<file path="src/lsic_consts.svh">
`ifndef LSIC_CONSTS_SVH
`define LSIC_CONSTS_SVH

// Clock and converter rates
`define CLK_MHZ 125
`define LSEQ_MAX_MSPS 30
`define ADC_MAX_MSPS 45
`define LSEQ_MIN_DIV ((`CLK_MHZ + `LSEQ_MAX_MSPS - 1) / `LSEQ_MAX_MSPS)
`define ADC_MIN_DIV ((`CLK_MHZ + `ADC_MAX_MSPS - 1) / `ADC_MAX_MSPS)

// Register byte offsets
`define ADDR_CFG1 12'h000
`define ADDR_CFG2 12'h004
`define ADDR_MODE 12'h008
`define ADDR_ORDER 12'h00c
`define ADDR_CLP_DLY 12'h010
`define ADDR_CLP_WID 12'h014
`define ADDR_BIAS 12'h018
`define ADDR_STATUS 12'h01c
`define ADDR_COEF_R 12'h020
`define ADDR_COEF_G 12'h024
`define ADDR_COEF_B 12'h028

// Field positions
`define CFG1_SF_BIT 7
`define CFG2_RANGE_BIT 4
`define MODE_RESTART_BIT 2
`define MODE_DIV_LO 8
`define BIAS_CDS_BIT 0
`define BIAS_GATE_BIT 1
`define BIAS_DIV_LO 4

// Mode codes
`define MODE_SYNC3 2'h0
`define MODE_LSEQ 2'h1

// Widths
`define COEF_W 18
`define CLP_W 12
`define CLP_CNT_W 13

// Reset values
`define MODE_RST 2'h0
`define ORDER_RST 6'h24
`define DIV_RST 8'h05
`define CLP_DLY_RST 12'h000
`define CLP_WID_RST 12'h010
`define COEF_RST 18'h00100
`define CLP_CNT_MAX 13'h1fff

`endif

</file>
<file path="src/lsic_pkg.sv">
`include "lsic_consts.svh"
package lsic_pkg;
   typedef logic [1:0] chan_t;
   typedef logic [`COEF_W-1:0] coef_t;
   typedef enum logic [1:0] {
      SEQ_WAIT = 2'b01,
      SEQ_RUN = 2'b10
   } seq_state_e;
endpackage

</file>
<file path="src/coef_if.sv">
`timescale 1ns/1ps
interface coef_if;
   import lsic_pkg::*;
   logic wr_en;
   chan_t wr_addr;
   coef_t wr_data;
   chan_t rd_addr;
   coef_t rd_data;
   modport ctrl (output wr_en, output wr_addr, output wr_data,
      output rd_addr, input rd_data);
   modport mem (input wr_en, input wr_addr, input wr_data,
      input rd_addr, output rd_data);
endinterface

</file>
<file path="src/line_seq_clamp.sv">
`timescale 1ns/1ps
`include "lsic_consts.svh"
// Overview of operation
// - Line mode samples one input per line, advancing on each sync
// - Line-mode colour order comes from a configuration register
// - First sync after entry or restart applies entry 0 gain and offset
// - Later syncs step to next entry, wrap after third, loop forever
// - Line-mode channel and converter rate held at or below 30MSPS
// - Clamp pulse begins set pixels after sync and lasts set pixels
// - Active clamp pulse closes switch tying inputs to clamp reference
// - Gated clamp is clamp pulse AND internal sample strobe
// - Config bit selects sample-and-hold or correlated double sampling
// - In CDS mode resistor dividers switch across chosen inputs instead
// - Bit 7 of first main configuration enables all source followers
// - Bit 4 of second configuration selects small range, gain two
// - Three-input slot order programmable, restarts on sync, 3x rate
module line_seq_clamp (
   // Clock and reset
   input wire logic clock_in,
   input wire logic rst_b_in,
   // APB slave
   input wire logic psel_in,
   input wire logic penable_in,
   input wire logic pwrite_in,
   input wire logic [11:0] paddr_in,
   input wire logic [31:0] pwdata_in,
   output logic [31:0] prdata_out,
   output logic pready_out,
   output logic pslverr_out,
   // Sensor timing
   input wire logic line_sync_pulse_in,
   input wire logic sample_strobe_in,
   // Input selection and coefficients
   output logic [2:0] input_enable_out,
   output lsic_pkg::chan_t adc_channel_out,
   output logic conv_strobe_out,
   output logic [7:0] gain_out,
   output logic [9:0] offset_out,
   // Bias and front end control
   output logic [2:0] clamp_switch_out,
   output logic [2:0] divider_enable_out,
   output logic cds_mode_out,
   output logic source_follower_out,
   output logic range_small_out,
   output logic sampling_gain_x2_out
);
   import lsic_pkg::*;

   coef_if coef_bus ();

   coef_mem u_coef_mem (
      .clock_in(clock_in),
      .rst_b_in(rst_b_in),
      .coef_port(coef_bus.mem)
   );

   // Configuration
   logic sf_ff;
   logic range_ff;
   logic [1:0] mode_ff;
   logic [7:0] div_ff;
   logic [5:0] order_ff;
   logic [`CLP_W-1:0] clp_dly_ff;
   logic [`CLP_W-1:0] clp_wid_ff;
   logic cds_ff;
   logic gate_ff;
   logic [2:0] div_en_ff;
   // Bus
   logic [31:0] rd_data_ff;
   logic err_ff;
   logic [31:0] rd_word;
   logic rd_err;
   logic wr_acc;
   logic seq_restart;
   // Sequencing
   seq_state_e state_ff;
   logic [1:0] idx_ff;
   logic [1:0] nxt_idx;
   chan_t active_ch_ff;
   logic [1:0] slot_ff;
   logic [7:0] div_cnt_ff;
   logic [7:0] eff_div;
   logic sync_prev_ff;
   logic line_sync;
   logic lseq;
   logic sync3;
   logic conv_en;
   logic pix_en;
   chan_t adc_ch;
   logic [2:0] input_en_ff;
   chan_t adc_ch_ff;
   logic conv_ff;
   // Clamp
   logic [`CLP_CNT_W-1:0] clp_cnt_ff;
   logic input_clamp_pulse;
   logic gated_clamp_pulse;
   logic clamp_src;
   logic [2:0] clamp_sw_ff;
   logic [2:0] div_out_ff;

   function automatic logic [7:0] at_least(input logic [7:0] v,
      input logic [7:0] floor_v);
      at_least = (v < floor_v) ? floor_v : v;
   endfunction

   function automatic chan_t order_sel(input logic [5:0] order,
      input logic [1:0] pos);
      chan_t ch;
      ch = 2'h0;
      if (pos == 2'h0) begin
         ch = order[1:0];
      end else if (pos == 2'h1) begin
         ch = order[3:2];
      end else begin
         ch = order[5:4];
      end
      // Code 3 falls back to red
      order_sel = (ch == 2'h3) ? 2'h0 : ch;
   endfunction

   assign lseq = (mode_ff == `MODE_LSEQ);
   assign sync3 = (mode_ff == `MODE_SYNC3);
   assign line_sync = line_sync_pulse_in && !sync_prev_ff;
   assign wr_acc = psel_in && penable_in && pwrite_in;
   assign seq_restart = wr_acc && (paddr_in == `ADDR_MODE);

   // APB read decode, captured in the setup cycle
   always_comb begin
      rd_word = 32'h0;
      rd_err = 1'b0;
      if (paddr_in == `ADDR_CFG1) begin
         rd_word[`CFG1_SF_BIT] = sf_ff;
      end else if (paddr_in == `ADDR_CFG2) begin
         rd_word[`CFG2_RANGE_BIT] = range_ff;
      end else if (paddr_in == `ADDR_MODE) begin
         rd_word = {16'h0, div_ff, 6'h0, mode_ff};
      end else if (paddr_in == `ADDR_ORDER) begin
         rd_word = {26'h0, order_ff};
      end else if (paddr_in == `ADDR_CLP_DLY) begin
         rd_word = {20'h0, clp_dly_ff};
      end else if (paddr_in == `ADDR_CLP_WID) begin
         rd_word = {20'h0, clp_wid_ff};
      end else if (paddr_in == `ADDR_BIAS) begin
         rd_word = {25'h0, div_en_ff, 2'h0, gate_ff, cds_ff};
      end else if (paddr_in == `ADDR_STATUS) begin
         rd_word = {24'h0, slot_ff, idx_ff, input_clamp_pulse,
            state_ff == SEQ_RUN, active_ch_ff};
      end else if (paddr_in == `ADDR_COEF_R || paddr_in == `ADDR_COEF_G ||
         paddr_in == `ADDR_COEF_B) begin
         rd_word = 32'h0;
      end else begin
         rd_err = 1'b1;
      end
   end

   always_ff @(posedge clock_in or negedge rst_b_in) begin
      if (!rst_b_in) begin
         rd_data_ff <= 32'h0;
         err_ff <= 1'b0;
      end else if (psel_in && !penable_in) begin
         rd_data_ff <= pwrite_in ? 32'h0 : rd_word;
         err_ff <= rd_err;
      end
   end

   assign pready_out = psel_in && penable_in;
   assign pslverr_out = psel_in && penable_in && err_ff;
   assign prdata_out = rd_data_ff;

   // Register writes
   always_ff @(posedge clock_in or negedge rst_b_in) begin
      if (!rst_b_in) begin
         sf_ff <= 1'b0;
         range_ff <= 1'b0;
         mode_ff <= `MODE_RST;
         div_ff <= `DIV_RST;
         order_ff <= `ORDER_RST;
         clp_dly_ff <= `CLP_DLY_RST;
         clp_wid_ff <= `CLP_WID_RST;
         cds_ff <= 1'b0;
         gate_ff <= 1'b0;
         div_en_ff <= 3'h0;
      end else if (wr_acc) begin
         if (paddr_in == `ADDR_CFG1) begin
            sf_ff <= pwdata_in[`CFG1_SF_BIT];
         end else if (paddr_in == `ADDR_CFG2) begin
            range_ff <= pwdata_in[`CFG2_RANGE_BIT];
         end else if (paddr_in == `ADDR_MODE) begin
            mode_ff <= pwdata_in[1:0];
            div_ff <= pwdata_in[`MODE_DIV_LO +: 8];
         end else if (paddr_in == `ADDR_ORDER) begin
            order_ff <= pwdata_in[5:0];
         end else if (paddr_in == `ADDR_CLP_DLY) begin
            clp_dly_ff <= pwdata_in[`CLP_W-1:0];
         end else if (paddr_in == `ADDR_CLP_WID) begin
            clp_wid_ff <= pwdata_in[`CLP_W-1:0];
         end else if (paddr_in == `ADDR_BIAS) begin
            cds_ff <= pwdata_in[`BIAS_CDS_BIT];
            gate_ff <= pwdata_in[`BIAS_GATE_BIT];
            div_en_ff <= pwdata_in[`BIAS_DIV_LO +: 3];
         end
      end
   end

   // Coefficient writes go to the memory
   assign coef_bus.wr_en = wr_acc && (paddr_in == `ADDR_COEF_R ||
      paddr_in == `ADDR_COEF_G || paddr_in == `ADDR_COEF_B);
   assign coef_bus.wr_addr = 2'(paddr_in[3:2] + 2'h0);
   assign coef_bus.wr_data = pwdata_in[`COEF_W-1:0];

   always_ff @(posedge clock_in or negedge rst_b_in) begin
      if (!rst_b_in) begin
         sync_prev_ff <= 1'b0;
      end else begin
         sync_prev_ff <= line_sync_pulse_in;
      end
   end

   // Line-sequential input sequencer
   always_comb begin
      nxt_idx = 2'h0;
      if (state_ff == SEQ_RUN && idx_ff != 2'h2) begin
         nxt_idx = 2'(idx_ff + 2'h1);
      end
   end

   always_ff @(posedge clock_in or negedge rst_b_in) begin
      if (!rst_b_in) begin
         state_ff <= SEQ_WAIT;
         idx_ff <= 2'h0;
         active_ch_ff <= 2'h0;
      end else if (!lseq || seq_restart) begin
         state_ff <= SEQ_WAIT;
         idx_ff <= 2'h0;
      end else if (line_sync) begin
         idx_ff <= nxt_idx;
         active_ch_ff <= order_sel(order_ff, nxt_idx);
         case (state_ff)
            SEQ_WAIT: begin
               state_ff <= SEQ_RUN;
            end
            SEQ_RUN: begin
               state_ff <= SEQ_RUN;
            end
            default: begin
               state_ff <= SEQ_WAIT;
            end
         endcase
      end
   end

   // Conversion rate divider, realigned on each sync
   assign eff_div = at_least(div_ff,
      sync3 ? 8'(`ADC_MIN_DIV) : 8'(`LSEQ_MIN_DIV));
   assign conv_en = (sync3 || (lseq && state_ff == SEQ_RUN)) &&
      (div_cnt_ff == 8'(eff_div - 8'h1));

   always_ff @(posedge clock_in or negedge rst_b_in) begin
      if (!rst_b_in) begin
         div_cnt_ff <= 8'h0;
      end else if (line_sync || div_cnt_ff >= 8'(eff_div - 8'h1)) begin
         div_cnt_ff <= 8'h0;
      end else begin
         div_cnt_ff <= 8'(div_cnt_ff + 8'h1);
      end
   end

   // Three-input slot order
   always_ff @(posedge clock_in or negedge rst_b_in) begin
      if (!rst_b_in) begin
         slot_ff <= 2'h0;
      end else if (line_sync || !sync3) begin
         slot_ff <= 2'h0;
      end else if (conv_en) begin
         slot_ff <= (slot_ff == 2'h2) ? 2'h0 : 2'(slot_ff + 2'h1);
      end
   end

   assign pix_en = lseq ? conv_en : (conv_en && slot_ff == 2'h2);
   assign adc_ch = lseq ? active_ch_ff : order_sel(order_ff, slot_ff);
   assign coef_bus.rd_addr = adc_ch;

   always_ff @(posedge clock_in or negedge rst_b_in) begin
      if (!rst_b_in) begin
         input_en_ff <= 3'h0;
         adc_ch_ff <= 2'h0;
         conv_ff <= 1'b0;
      end else begin
         conv_ff <= conv_en;
         if (conv_en) begin
            adc_ch_ff <= adc_ch;
         end
         if (lseq && state_ff == SEQ_RUN) begin
            input_en_ff <= 3'(3'h1 << active_ch_ff);
         end else if (sync3) begin
            input_en_ff <= 3'h7;
         end else begin
            input_en_ff <= 3'h0;
         end
      end
   end

   // Clamp pixel counter, saturating at its all-ones maximum
   always_ff @(posedge clock_in or negedge rst_b_in) begin
      if (!rst_b_in) begin
         clp_cnt_ff <= `CLP_CNT_MAX;
      end else if (line_sync) begin
         clp_cnt_ff <= '0;
      end else if (pix_en && clp_cnt_ff != `CLP_CNT_MAX) begin
         clp_cnt_ff <= `CLP_CNT_W'(clp_cnt_ff + 1'b1);
      end
   end

   assign input_clamp_pulse = (clp_cnt_ff >= {1'b0, clp_dly_ff}) &&
      (clp_cnt_ff < `CLP_CNT_W'({1'b0, clp_dly_ff} +
      {1'b0, clp_wid_ff}));
   assign gated_clamp_pulse = input_clamp_pulse &&
      sample_strobe_in;
   assign clamp_src = gate_ff ? gated_clamp_pulse :
      input_clamp_pulse;

   // Divider-biased inputs in CDS mode need no clamp
   always_ff @(posedge clock_in or negedge rst_b_in) begin
      if (!rst_b_in) begin
         clamp_sw_ff <= 3'h0;
         div_out_ff <= 3'h0;
      end else begin
         clamp_sw_ff <= {3{clamp_src}} &
            ~(cds_ff ? div_en_ff : 3'h0);
         div_out_ff <= cds_ff ? div_en_ff : 3'h0;
      end
   end

   assign input_enable_out = input_en_ff;
   assign adc_channel_out = adc_ch_ff;
   assign conv_strobe_out = conv_ff;
   assign gain_out = coef_bus.rd_data[7:0];
   assign offset_out = coef_bus.rd_data[17:8];
   assign clamp_switch_out = clamp_sw_ff;
   assign divider_enable_out = div_out_ff;
   assign cds_mode_out = cds_ff;
   assign source_follower_out = sf_ff;
   assign range_small_out = range_ff;
   assign sampling_gain_x2_out = range_ff;
endmodule

</file>
<file path="src/coef_mem.sv">
`timescale 1ns/1ps
`include "lsic_consts.svh"
module coef_mem (
   // Clock and reset
   input wire logic clock_in,
   input wire logic rst_b_in,
   // Coefficient port
   coef_if.mem coef_port
);
   import lsic_pkg::*;

   coef_t mem_ff [0:2];
   coef_t rd_data_ff;

   always_ff @(posedge clock_in or negedge rst_b_in) begin
      if (!rst_b_in) begin
         for (int i = 0; i < 3; i++) begin
            mem_ff[i] <= `COEF_RST;
         end
      end else if (coef_port.wr_en && coef_port.wr_addr != 2'h3) begin
         mem_ff[coef_port.wr_addr] <= coef_port.wr_data;
      end
   end

   // Code 3 never reaches here; it reads the red entry
   always_ff @(posedge clock_in or negedge rst_b_in) begin
      if (!rst_b_in) begin
         rd_data_ff <= `COEF_RST;
      end else if (coef_port.rd_addr == 2'h3) begin
         rd_data_ff <= mem_ff[0];
      end else begin
         rd_data_ff <= mem_ff[coef_port.rd_addr];
      end
   end

   assign coef_port.rd_data = rd_data_ff;
endmodule

</file>
<file path="config.mk">
export PLATFORM = sky130hd
export DESIGN_NAME = line_seq_clamp
export DESIGN_NICKNAME = d
export VERILOG_FILES = /design/src/lsic_pkg.sv /design/src/coef_if.sv /design/src/line_seq_clamp.sv /design/src/coef_mem.sv
export VERILOG_INCLUDE_DIRS = /design/src
export SDC_FILE = /design/constraint.sdc
export NUM_CORES = 1
export LEC_CHECK = 0
export ABC_AREA = 1
export BUFFER_PORTS_ARGS = -buffer_cell sky130_fd_sc_hd__buf_2
export CAP_MARGIN = 20
export CORE_MARGIN = 5
export CORE_UTILIZATION = 50
export DETAILED_ROUTE_END_ITERATION = 10
export MAX_ROUTING_LAYER = met4
export PLACE_DENSITY_LB_ADDON = 0.3
export SLEW_MARGIN = 20
export SYNTH_ARGS = -nofsm -noshare
export SYNTH_HDL_FRONTEND = slang
export SYNTH_SLANG_ARGS = --single-unit
</file>
<file path="constraint.sdc">
create_clock -name clock_in -period 7 [get_ports clock_in]
set_input_delay 1.05 -clock clock_in [delete_from_list [all_inputs] [get_ports clock_in]]
set_output_delay 1.05 -clock clock_in [all_outputs]
set_load 0.03 [all_outputs]
</file>
# Word-level counts from Yosys, hierarchy flattened
# Index checks and enable logic that the tools add are counted.
[word_totals]
register_bits = 194
input_bits = 51
out_inout_bits = 68
elab_cells = 175
[classes]
add_sub_neg = 6
n_lt_le_gt_ge = 7
eq_ne = 23
n_shift = 1
mux = 57
n_bitwise = 11
reduce_logical = 42
[ops]
columns = ["cell", "n"]
rows = [
  ["$mux W18", 4],
  ["$bwmux W54", 1],
  ["$eq A12 B5 Y1 const B", 4],
  ["$bmux W18 S2", 1],
  ["$demux W18 S2", 1],
  ["$eq A12 B6 Y1 const B", 3],
  ["$mux W12", 3],
  ["$mux W2", 18],
  ["$mux W32", 1],
  ["$mux W8", 4],
  ["$mux W27", 1],
  ["$mux W13", 2],
  ["$eq A12 B4 Y1 const B", 2],
  ["$mux W24", 1],
  ["$logic_and A1 B1 Y1", 16],
  ["$mux W16", 1],
  ["$add A12 B12 Y13", 1],
  ["$add A13 B1 Y13 const B", 1],
  ["$ge A13 B12 Y1", 1],
  ["$lt A13 B13 Y1", 1],
  ["$mux W1", 13],
  ["$ne A13 B13 Y1 const B", 1],
  ["$eq A12 B3 Y1 const B", 1],
  ["$logic_not A12 Y1", 1],
  ["other kinds (31)", 64],
]

# Depth between registers and ports, before layout
# Gate-level depths: netlist of run 1.
[logic_depth]
depth_word = 12
mapped_depth = 27
ltp_nobuf = 26

# Cells and area by module
# From an unflattened synthesis of run 1, not the netlist that was laid out.
[hier_totals]
cells_unflattened = 1285
hier_area_um2 = 10117.2
[by_module_without_submodules]
columns = ["module", "instances", "cells_per_inst", "area_each_um2", "seq_area_each_um2"]
rows = [
  ["line_seq_clamp", 1, 908, 6920.4, 2676.3],
  ["coef_mem", 1, 377, 3196.8, 1806.7],
]

# Worst setup path before layout of run 1
# OpenSTA, ideal clock, no wires.
[synth_path]
kind = "reg-to-reg"
from = "reg mode_ff[1]"
to = "reg clp_cnt_ff[7]"
setup_ps = 67
t_arrival_ps = 3229
required_ps = 6933
path_slack_ps = 3703
path_stages_with_launch = 27
path_buffers = 1
synth_period_minus_slack_ps = 3297
cell_sequence = "dfrtp_1 -> nor2_2 -> inv_2 -> ha_1 -> nand2_1 -> inv_1 -> o21ai_0 -> nand2_1 -> o21ai_0 -> inv_1 -> ha_1 -> inv_1 -> o21ai_0 -> nand2_1 -> inv_1 -> ha_1 -> nand2_1 -> nor2_1 -> nand2_1 -> a21oi_4 -> inv_2 -> nor2_4 -> nand2_2 -> buf_6 -> o21ai_2 -> nand2_1 -> nor2_1"
[synth_between]
elab_chain_cells = 11
elab_cells_between_ends = 14
cone_classes = "add/sub: 1; order compare: 1; eq/ne: 2; mux: 3; reduce/logical: 7"
[synth_lines]
columns = ["item", "line", "text"]
rows = [
  ["from (decl)", "line_seq_clamp.sv:60", "logic [1:0] mode_ff;"],
  ["from (signal assigned)", "line_seq_clamp.sv:175", "mode_ff <= `MODE_RST;"],
  ["from (signal assigned)", "line_seq_clamp.sv:189", "mode_ff <= pwdata_in[1:0];"],
  ["$logic_not A2 Y1 (no source line)", "-", ""],
  ["$mux W3", "line_seq_clamp.sv:254", "sync3 ? 8'(`ADC_MIN_DIV) : 8'(`LSEQ_MIN_DIV));"],
  ["$lt A8 B3 Y1", "line_seq_clamp.sv:103", "at_least = (v < floor_v) ? floor_v : v;"],
  ["$mux W8", "line_seq_clamp.sv:103", ""],
  ["$sub A8 B1 Y8", "line_seq_clamp.sv:256", "(div_cnt_ff == 8'(eff_div - 8'h1));"],
  ["$eq A8 B8 Y1", "line_seq_clamp.sv:256", ""],
  ["$logic_and A1 B1 Y1 *", "line_seq_clamp.sv:255", "assign conv_en = (sync3 || (lseq && state_ff == SEQ_RUN)) &&"],
  ["named net conv_en", "line_seq_clamp.sv:87", "logic conv_en;"],
  ["$logic_and A1 B1 Y1", "line_seq_clamp.sv:279", "assign pix_en = lseq ? conv_en : (conv_en && slot_ff == 2'h2);"],
  ["$mux W1 *", "line_seq_clamp.sv:279", ""],
  ["$logic_and A1 B1 Y1 (no source line) *", "-", ""],
  ["$reduce_bool A2 Y1 (no source line) *", "-", ""],
  ["to (signal assigned)", "line_seq_clamp.sv:306", "clp_cnt_ff <= `CLP_CNT_MAX;"],
  ["to (signal assigned)", "line_seq_clamp.sv:310", "clp_cnt_ff <= `CLP_CNT_W'(clp_cnt_ff + 1'b1);"],
  ["to (decl)", "line_seq_clamp.sv:94", "logic [`CLP_CNT_W-1:0] clp_cnt_ff;"],
]
# The timed path passes the listed nets; every way through them passes the cells marked *.
# A chain may end at the register's enable or synchronous reset.

# Worst setup path in the final report of run 1
[layout_path]
from = "reg mode_ff[1]"
to = "reg clp_cnt_ff[0]"
# The elaborated chain is that of the path after synthesis.

==> impl_metrics.yaml, run 1 <==
yosys:
  synth.distinct_cells: 44
  ys.warnings.count: 0
  synth_area_sq_um: 9800
  syn_inst: 1243
  seq_area_frac_synth_pct: 45.7
  synth_ff_type: "dfrtp_1"
  synth_edf_count: 0
  ys_ff_latch: 178
  synthArstFlopShare_pct: 100
  synth.avg_cell_area_sq_um: 7.89
grt:
  grt_util_all_layers_pct: 22.5
  grt_pass1_wl_microns: 38600
  grt_overflow: 0
  first_global_vias: 7423
  antenna_found_initial: 0
  grt_max_degree: 101
floorplanning:
  dieArea_sq_um: 22500
  fp.dieW_microns: 150
  initial_core_util_pct: 50.5
  fp.dieH_microns: 150
  coreArea_sq_um: 19400
  io_pins: 119
  fp-row-count: 51
sta:
  setup_viol: 0
  tightest_slew_ns: 0.940
  final-hold-violation-count: 0
  skew_ns: 0.0125
  holdWs_ns: 0.477
  rsz0062_at_grt: "false"
  fmax_mhz: 254
  period_minus_slack_ns: 3.93
  max_slew_margin_pct: 37.4
  finalCritPeriodShare_pct: 56.2
  tns_ns: 0
  final_max_slew_viol_count: 0
clock_network:
  clkLatencyLatePin_ns: 0.44
  cts_tree: "yes"
  cts-root-buf: "clkbuf_16"
  cts_buffers: 17
  h-tree-depth: 4
  path_clk_slew_ns: 0.07
  post_cts.resized_instances: 0
  clk_path_buf_depth: 2
  cts_setup_buffers: 0
  cts.sinks: 178
  postCtsHoldBufs: 0
finish:
  final_common_cell: "nand2_1"
  final_cell_mix: "343 x nand2_1, 155 x dfrtp_1, 127 x inv_1"
  fin_util_pct: 56.8
  synthToLayoutAreaGrowth_pct: 12.4
  design_area_sq_um: 11000
  fin_nets: 1425
  layout-drive-gt1-share_pct: 14.0
  diodes: 0
flow_run:
  cap_viol_max_count: 0
route:
  routed_wl_microns: 24400
  drc_errors: 0
  wl_per_cell_microns: 15.2
  drt-pass1-iter-count: 5
  vias: 8347
  drtIter0Drc: 661
  antenna_left: 0
  viasPerCell: 5.22
critical_path:
  cp.arrival_ns: 4.28
  cp-end-kind: "register"
  cp_max_fo: 14
  crit_required_ns: 7.35
  crit_type: "register to register"
  critPathBufInv: 6
  cp_common_cell: "nand2_1"
  slowest_delay_ns: 0.48
  crit_family: "simple AND/OR/NAND/NOR gates"
  slowest_stage: "dfrtp_1"
  crit_path_start_kind: "register"
worst_hold_path:
  worstHoldPathType: "register to register"
power_and_ir_drop:
  power.leakage_nw: 5.52
  power_density_nw_per_um2: 251
  peakVddDrop_uv: 192
placed_design:
  placed_area_sq_um: 10400
  port_buffers: 88
  place_congestion: 0.967
  hpwl_microns: 17700
status:
  status: "finished, final reports clean"
cells by family (layout without fill, tap and decap cells):
family	after synthesis	in the layout	share of synthesized area [%]
AND/OR/NAND/NOR	592	592	25.7
AO/OA/AOI/OAI	213	213	12.0
buffers and inverters	188	265	8.17
flip-flops	178	178	45.7
adder cells (fa/ha/maj)	52	52	6.71
XOR/XNOR	19	19	1.70
other	1	16	0.0383
flip-flops by register name (all words and copies together), names as in the netlist, 3 cells and up:
name                          count
u_coef_mem.coef_port.rd_data     18
clp_dly_ff                       12
prdata_out                       16
order_ff                          6
div_ff                            8
div_en_ff                         3
u_coef_mem.mem_ff                54
clp_wid_ff                       12
clp_cnt_ff                       13
div_cnt_ff                        8
input_enable_out                  3
clamp_switch_out                  3
divider_enable_out                3
layer usage:
layer / share of wire (%) / up-vias / wire length, microns / GRT usage (%)
met1: 47 / 3898 / 11600 / 31.9
met4: 1.6 / 0 / 399 / 6.08
li1: - / 4171 / - / -
met5: 0 / - / 0 / -
met2: 45 / 246 / 10900 / 33.4
met3: 6.0 / 32 / 1470 / 4.06
final cells by class:
class / count / area, sq um
Multi-Input combinational cell: 892 / 4580
Fill cell: 1791 / 8380
Inverter: 141 / 529
Tap cell: 265 / 332
Sequential cell: 178 / 4480
Timing Repair Buffer: 92 / 497
Clock buffer: 18 / 439
Clock inverter: 14 / 166
final timing paths:
| kind | startpoint | to | slack, ns | cells past startpoint |
|---|---|---|---|---|
| worst max-delay path | mode_ff[1] | clp_cnt_ff[0] | 3.07 | 25 |
| worst min-delay path | u_coef_mem.mem_ff[26] | u_coef_mem.mem_ff[26] | 0.48 | 2 |
| worst max register to register | mode_ff[1] | clp_cnt_ff[0] | 3.07 | 25 |
| worst min register to register | u_coef_mem.mem_ff[26] | u_coef_mem.mem_ff[26] | 0.48 | 2 |
| max in group asynchronous | rst_b_in | u_coef_mem.mem_ff[44] | 4.91 | 3 |
| min in group asynchronous | rst_b_in | clamp_switch_out[2] | 0.69 | 1 |
metrics by stage:
step / setup WS, ns / power (mW) / instances
after global placement: 3.10 / 1.82 / 1567
after global routing: 2.59 / 2.92 / 1600
final: 3.07 / 2.77 / 1600
after floorplan: 3.70 / 1.65 / 1258
after CTS: 3.04 / 2.79 / 1599
after detailed placement: 3.06 / 1.83 / 1567
report_power, final:
part	switching, mW	internal [mW]	total [mW]
registers	0.0432	1.10	1.14
logic	0.487	0.184	0.671
clock network	0.465	0.490	0.955
synthesized netlist by cell type (2+ instances only):
cell type / instances / area share [%]
a21oi_1: 30 / 1.5
a22oi_1: 3 / 0.23
and3_1: 2 / 0.13
buf_2: 13 / 0.66
buf_4: 17 / 1.3
buf_6: 2 / 0.23
clkbuf_1: 15 / 0.57
dfrtp_1: 155 / 40
dfstp_2: 23 / 6.2
ha_1: 51 / 6.5
inv_1: 127 / 4.9
inv_2: 14 / 0.54
nand2_1: 343 / 13
nand2_2: 4 / 0.26
nand3_1: 59 / 3.0
nand3_2: 5 / 0.51
nand3b_1: 5 / 0.38
nand4_1: 12 / 0.77
nor2_1: 122 / 4.7
nor2_2: 6 / 0.38
nor2_4: 3 / 0.34
nor3_1: 20 / 1.0
nor3b_1: 4 / 0.31
o2111ai_1: 2 / 0.18
o211ai_1: 19 / 1.5
o21ai_0: 79 / 4.0
o21ai_1: 64 / 3.3
o21ai_2: 2 / 0.18
o22ai_1: 6 / 0.38
o31ai_1: 5 / 0.38
xnor2_1: 4 / 0.36
xor2_1: 15 / 1.3
worst reg2reg max path, delay by kind of cell (launching register included):
family	cells	cell delay, ns
simple gates	11	1.46
buf+inv	6	0.40
flops	1	0.48
compound gates	5	0.72
fa+ha+maj	3	0.80
(Power assumes the default switching activity.)
==> run 2: changes to the inputs <==
Clock period 7 ns to 4.07 ns, I/O delays scaled along.
==> run 2 against run 1 <==
  * Clock power grew 85%
  * Critical path depth stayed put
  * Cell count is essentially flat
  * Register-to-register slack worse by 2.7 ns
  * Via count rose by 1.0%
  * Count of clock-buffer cells in the layout stayed put
  * Utilization rose by 0.26 points
  * Hold slack lost 0.30 ns
  * Sequential cell count unchanged
  * Power increased by 76%
  * Die area stayed put
  * Routed wire length increased by 2.2%
  * Critical path type unchanged
==> impl_metrics.yaml, run 2 (synthesis gave the netlist of run 1 again) <==
critical_path:
  reg2regPathDepth: 25
  r2r-end: "clp_cnt_ff[4]"
  r2r_setup_slack_ns: 0.35
  cp-end-kind: "register"
  cp_max_fo: 12
  r2r_start: "mode_ff[1]"
  crit_path_start_kind: "register"
  crit_required_ns: 4.43
  cp.arrival_ns: 4.08
  crit_type: "register to register"
sta:
  skew_ns: 0.0159
  final_max_slew_viol_count: 0
  setup_viol: 0
  tns_ns: 0
  final.setup.worst_slack_ns: 0.347
  tightest_slew_ns: 0.844
  rsz0062_at_grt: "false"
  finalCritPeriodShare_pct: 91.5
  period_minus_slack_ns: 3.72
  final-hold-violation-count: 0
  max_slew_margin_pct: 43.6
  fmax_mhz: 269
clock_network:
  cts_setup_buffers: 0
  clk_path_buf_depth: 2
  cts_buffers: 17
  post_cts.resized_instances: 0
  cts_tree: "yes"
  cts.sinks: 178
  clkLatencyLatePin_ns: 0.44
  path_clk_slew_ns: 0.08
  postCtsHoldBufs: 0
  cts-root-buf: "clkbuf_16"
  h-tree-depth: 4
finish:
  design_area_sq_um: 11100
  final_cell_mix: "342 x nand2_1, 155 x dfrtp_1, 127 x inv_1"
  diodes: 0
  final_common_cell: "nand2_1"
  fin_nets: 1426
  regMostFlops: "u_coef_mem.mem_ff"
  layout-drive-gt1-share_pct: 14.1
  multiInputGateArea_sq_um: 4600
  seq_area_sq_um: 4480
  filler_cell_count: 1802
  largest_reg_flops: 54
  synthToLayoutAreaGrowth_pct: 12.9
grt:
  first_global_vias: 7813
  grt_util_all_layers_pct: 23.6
  grt_overflow: 0
  grt_pass1_wl_microns: 40600
  antenna_found_initial: 0
  grt_max_degree: 91
floorplanning:
  initial_core_util_pct: 50.5
  dieArea_sq_um: 22500
  io_pins: 119
  coreArea_sq_um: 19400
  fp.dieH_microns: 150
  fp-row-count: 51
  fp.dieW_microns: 150
power_and_ir_drop:
  power_switching_mw: 1.72
  pwr-share-seq_pct: 40.3
  swShare_pct: 35.3
  power_density_nw_per_um2: 441
  power.leakage_nw: 5.54
  combPwrFrac_pct: 23.5
  peakVddDrop_uv: 317
  p_clk_share_pct: 36.2
  p_int_mw: 3.16
route:
  routed_wl_microns: 24900
  drt-pass1-iter-count: 5
  viasPerCell: 5.27
  drc_errors: 0
  drtIter0Drc: 695
  wl_per_cell_microns: 15.6
  vias: 8431
  antenna_left: 0
placed_design:
  hpwl_microns: 18000
  placed_area_sq_um: 10400
  place_congestion: 0.932
  port_buffers: 88
  post-place-ws_ns: 0.170
worst_hold_path:
  worstHoldPathType: "primary input to async pin"
flow_run:
  cap_viol_max_count: 0
status:
  status: "finished, final reports clean"
run 2: final cells by class:
class | count | area share (%)
Multi-Input combinational cell | 893 | 41.5
Sequential cell | 178 | 40.5
Inverter | 141 | 4.78
Timing Repair Buffer | 92 | 4.42
Clock buffer | 18 | 3.88
Tap cell | 265 | 2.99
Clock inverter | 14 | 1.90
run 2: worst max path at each step:
stage | start | to | slack, ns | cells past startpoint
floorplan | mode_ff[1] | clp_cnt_ff[7] | 0.77 | 26
global placement | mode_ff[1] | clp_cnt_ff[11] | 0.25 | 25
detailed placement | mode_ff[1] | clp_cnt_ff[11] | 0.17 | 25
CTS | mode_ff[1] | clp_cnt_ff[10] | 0.14 | 25
global route | mode_ff[1] | clp_cnt_ff[0] | 0.04 | 25
finish | mode_ff[1] | clp_cnt_ff[4] | 0.35 | 25
run 2: stage by stage:
stage / hold slack [ns] / utilization, % / power [mW] / cells
floorplan: 0.315 / - / 2.83 / 1258
global placement: 0.458 / 53.7 / 3.13 / 1568
detailed placement: 0.464 / 53.7 / 3.14 / 1568
CTS: 0.211 / 57.0 / 4.91 / 1600
global route: 0.241 / 57.1 / 5.16 / 1601
finish: 0.177 / 57.1 / 4.88 / 1601
run 2: critical path: stages, from the launching register on:
cell and delay, ns:
dfrtp_1 0.48, nor2_2 0.16, inv_2 0.11, ha_1 0.29, nand2_1 0.06, inv_1 0.03, o21ai_0 0.19, nand2_1 0.15
o21ai_0 0.17, inv_1 0.06, ha_1 0.26, inv_1 0.07, o21ai_0 0.08, nand2_1 0.07, inv_1 0.04, ha_1 0.25
nand2_1 0.04, nor2_1 0.16, nand2_2 0.14, a21oi_4 0.15, inv_2 0.08, nor2_4 0.16, nand2_4 0.14, nand2_2 0.19
nand2_1 0.06, o21ai_1 0.08
run 2: power groups by stage:
stage	sequential, mW	combinational, mW	clock, mW
5_1_grt	1.98	1.31	1.87
3_3_place_gp	2.00	1.13	0
3_5_place_dp	2.00	1.14	0
4_1_cts	1.97	1.15	1.79
2_1_floorplan	2.09	0.745	0
6_report	1.97	1.15	1.77
run 2: layer usage:
| layer | routed length (microns) | GRT usage (%) |
|---|---|---|
| met3 | 1590 | 4.42 |
| met2 | 11200 | 35.3 |
| met4 | 623 | 6.91 |
| met1 | 11500 | 32.9 |
| met5 | 0 | - |
==> run 3: changes to the inputs <==
Settings changed: CORE_MARGIN 5 to 10.
==> run 3 against run 2 <==
  * Clock power shrank 6%
  * Sequential cell count is the same
  * Clock skew shrank 0.0016 ns
  * Non-clock buffer count increased by 1
  * Hold slack improved by 0.095 ns
  * Count of clock-buffer cells in the layout is 1 lower
  * Utilization is 0.058 points lower
  * Global-route usage shrank 3.2 points
  * Critical path depth unchanged
  * Power decreased by 1.8%
  * Largest cell class unchanged
==> impl_metrics.yaml, run 3 (synthesis gave the netlist of run 1 again) <==
status:
  status: "finished, final reports clean"
clock_network:
  clk_path_buf_depth: 2
  path_clk_slew_ns: 0.08
  cts_buffers: 17
  cts.sinks: 178
  cts_setup_buffers: 0
  clkLatencyLatePin_ns: 0.45
  cts_tree: "yes"
  cts-root-buf: "clkbuf_16"
  h-tree-depth: 4
placed_design:
  placed_area_sq_um: 10400
  hpwl_microns: 18700
  port_buffers: 88
  place_congestion: 0.980
sta:
  rsz0062_at_grt: "false"
  max_slew_margin_pct: 36.3
  setup_viol: 0
  final-hold-violation-count: 0
  final_max_slew_viol_count: 0
  period_minus_slack_ns: 3.65
  tightest_slew_ns: 0.956
  finalCritPeriodShare_pct: 89.8
  fmax_mhz: 274
  tns_ns: 0
  skew_ns: 0.0143
route:
  antenna_left: 0
  drt-pass1-iter-count: 5
  viasPerCell: 5.22
  wl_per_cell_microns: 15.7
  drtIter0Drc: 752
  routed_wl_microns: 25200
  vias: 8367
  drc_errors: 0
critical_path:
  crit_path_start_kind: "register"
  cp.arrival_ns: 4.02
  reg2regPathDepth: 25
  crit_required_ns: 4.43
  cp_max_fo: 12
  crit_type: "register to register"
  cp-end-kind: "register"
  r2r-end: "clp_cnt_ff[11]"
  r2r_setup_slack_ns: 0.42
  r2r_start: "mode_ff[0]"
finish:
  final_cell_mix: "342 x nand2_1, 155 x dfrtp_1, 127 x inv_1"
  fin_nets: 1427
  fin_util_pct: 57.0
  design_area_sq_um: 11100
  regMostFlops: "u_coef_mem.mem_ff"
  synthToLayoutAreaGrowth_pct: 12.8
  filler_cell_count: 1795
  layout-drive-gt1-share_pct: 14.2
  largest_reg_flops: 54
  final_common_cell: "nand2_1"
grt:
  grt_max_degree: 106
  met2_usage_pct: 29.5
  antenna_found_initial: 1
  grt_overflow: 0
  met1_usage_pct: 28.3
  grt_pass1_wl_microns: 41700
  busiest_layer: "met2"
  grt_util_met3_pct: 4.37
  grt_util_all_layers_pct: 20.4
  first_global_vias: 8001
power_and_ir_drop:
  power.leakage_nw: 5.53
  peakVddDrop_uv: 290
  power_density_nw_per_um2: 433
floorplanning:
  dieArea_sq_um: 25600
  coreArea_sq_um: 19400
  fp.dieH_microns: 160
  fp.dieW_microns: 160
  initial_core_util_pct: 50.5
  fp-row-count: 51
  io_pins: 119
flow_run:
  cap_viol_max_count: 0
worst_hold_path:
  worstHoldPathType: "primary input to async pin"
-- run 3: power breakdown --
group          total, mW  switching [mW]  internal [mW]
logic               1.15           0.833          0.317
registers           1.97          0.0826           1.89
clock network       1.67           0.827          0.847
total               4.79            1.74           3.05
-- run 3: critical path, cell delays in order, from the launching register on --
cell	delay (ns)
dfrtp_1	0.42
nor2_2	0.16
inv_2	0.10
ha_1	0.28
nand2_1	0.06
inv_1	0.03
o21ai_0	0.19
nand2_1	0.15
o21ai_0	0.17
inv_1	0.06
ha_1	0.26
inv_1	0.07
o21ai_0	0.07
nand2_1	0.07
inv_1	0.04
ha_1	0.26
nand2_1	0.04
nor2_1	0.16
nand2_2	0.14
a21oi_4	0.14
inv_2	0.08
nor2_4	0.16
nand2_4	0.14
nand2_4	0.14
nand3_1	0.07
o21ai_0	0.10
-- run 3: metrics by stage --
step                power (mW)  std cells  worst slack [ns]  hold WS, ns
CTS                       4.82       1601             0.235        0.280
global route              5.08       1603            0.0336        0.285
detailed placement        3.14       1569             0.243        0.466
floorplan                 2.83       1258             0.773        0.315
global placement          3.13       1569             0.291        0.460
finish                    4.79       1604             0.415        0.272
-- run 3: cell type report --
| cell class | count | area, sq um | share of cell area, % |
|---|---|---|---|
| Tap cell | 265 | 332 | 3.00 |
| Multi-Input combinational cell | 893 | 4590 | 41.5 |
| Timing Repair Buffer | 93 | 497 | 4.49 |
| Sequential cell | 178 | 4480 | 40.5 |
| Clock buffer | 17 | 425 | 3.85 |
| Antenna cell | 2 | 5.00 | 0.0452 |
| Inverter | 141 | 529 | 4.79 |
| Clock inverter | 15 | 195 | 1.76 |
-- run 3: worst max path at each step --
stage	startpoint	to	slack, ns	cells past startpoint
finish	mode_ff[0]	clp_cnt_ff[11]	0.42	25
global route	mode_ff[0]	clp_cnt_ff[11]	0.03	25
CTS	mode_ff[0]	clp_cnt_ff[11]	0.23	25
detailed placement	mode_ff[0]	clp_cnt_ff[11]	0.24	25
global placement	mode_ff[0]	clp_cnt_ff[11]	0.29	25
floorplan	mode_ff[1]	clp_cnt_ff[7]	0.77	26
-- run 3: metal layers --
| layer | part of all wire [%] | up-vias |
|---|---|---|
| met1 | 47 | 3889 |
| met3 | 7.2 | 31 |
| met5 | 0 | - |
| li1 | - | 4173 |
| met4 | 1.6 | 0 |
| met2 | 44 | 274 |
-- run 3: what timing repair did --
action                                  in CTS  in global routing
hold endpoints to repair                     0                  0
endpoints found under the setup margin       0                 10
hold buffers                                 0                  0
resized for setup                            0                  3
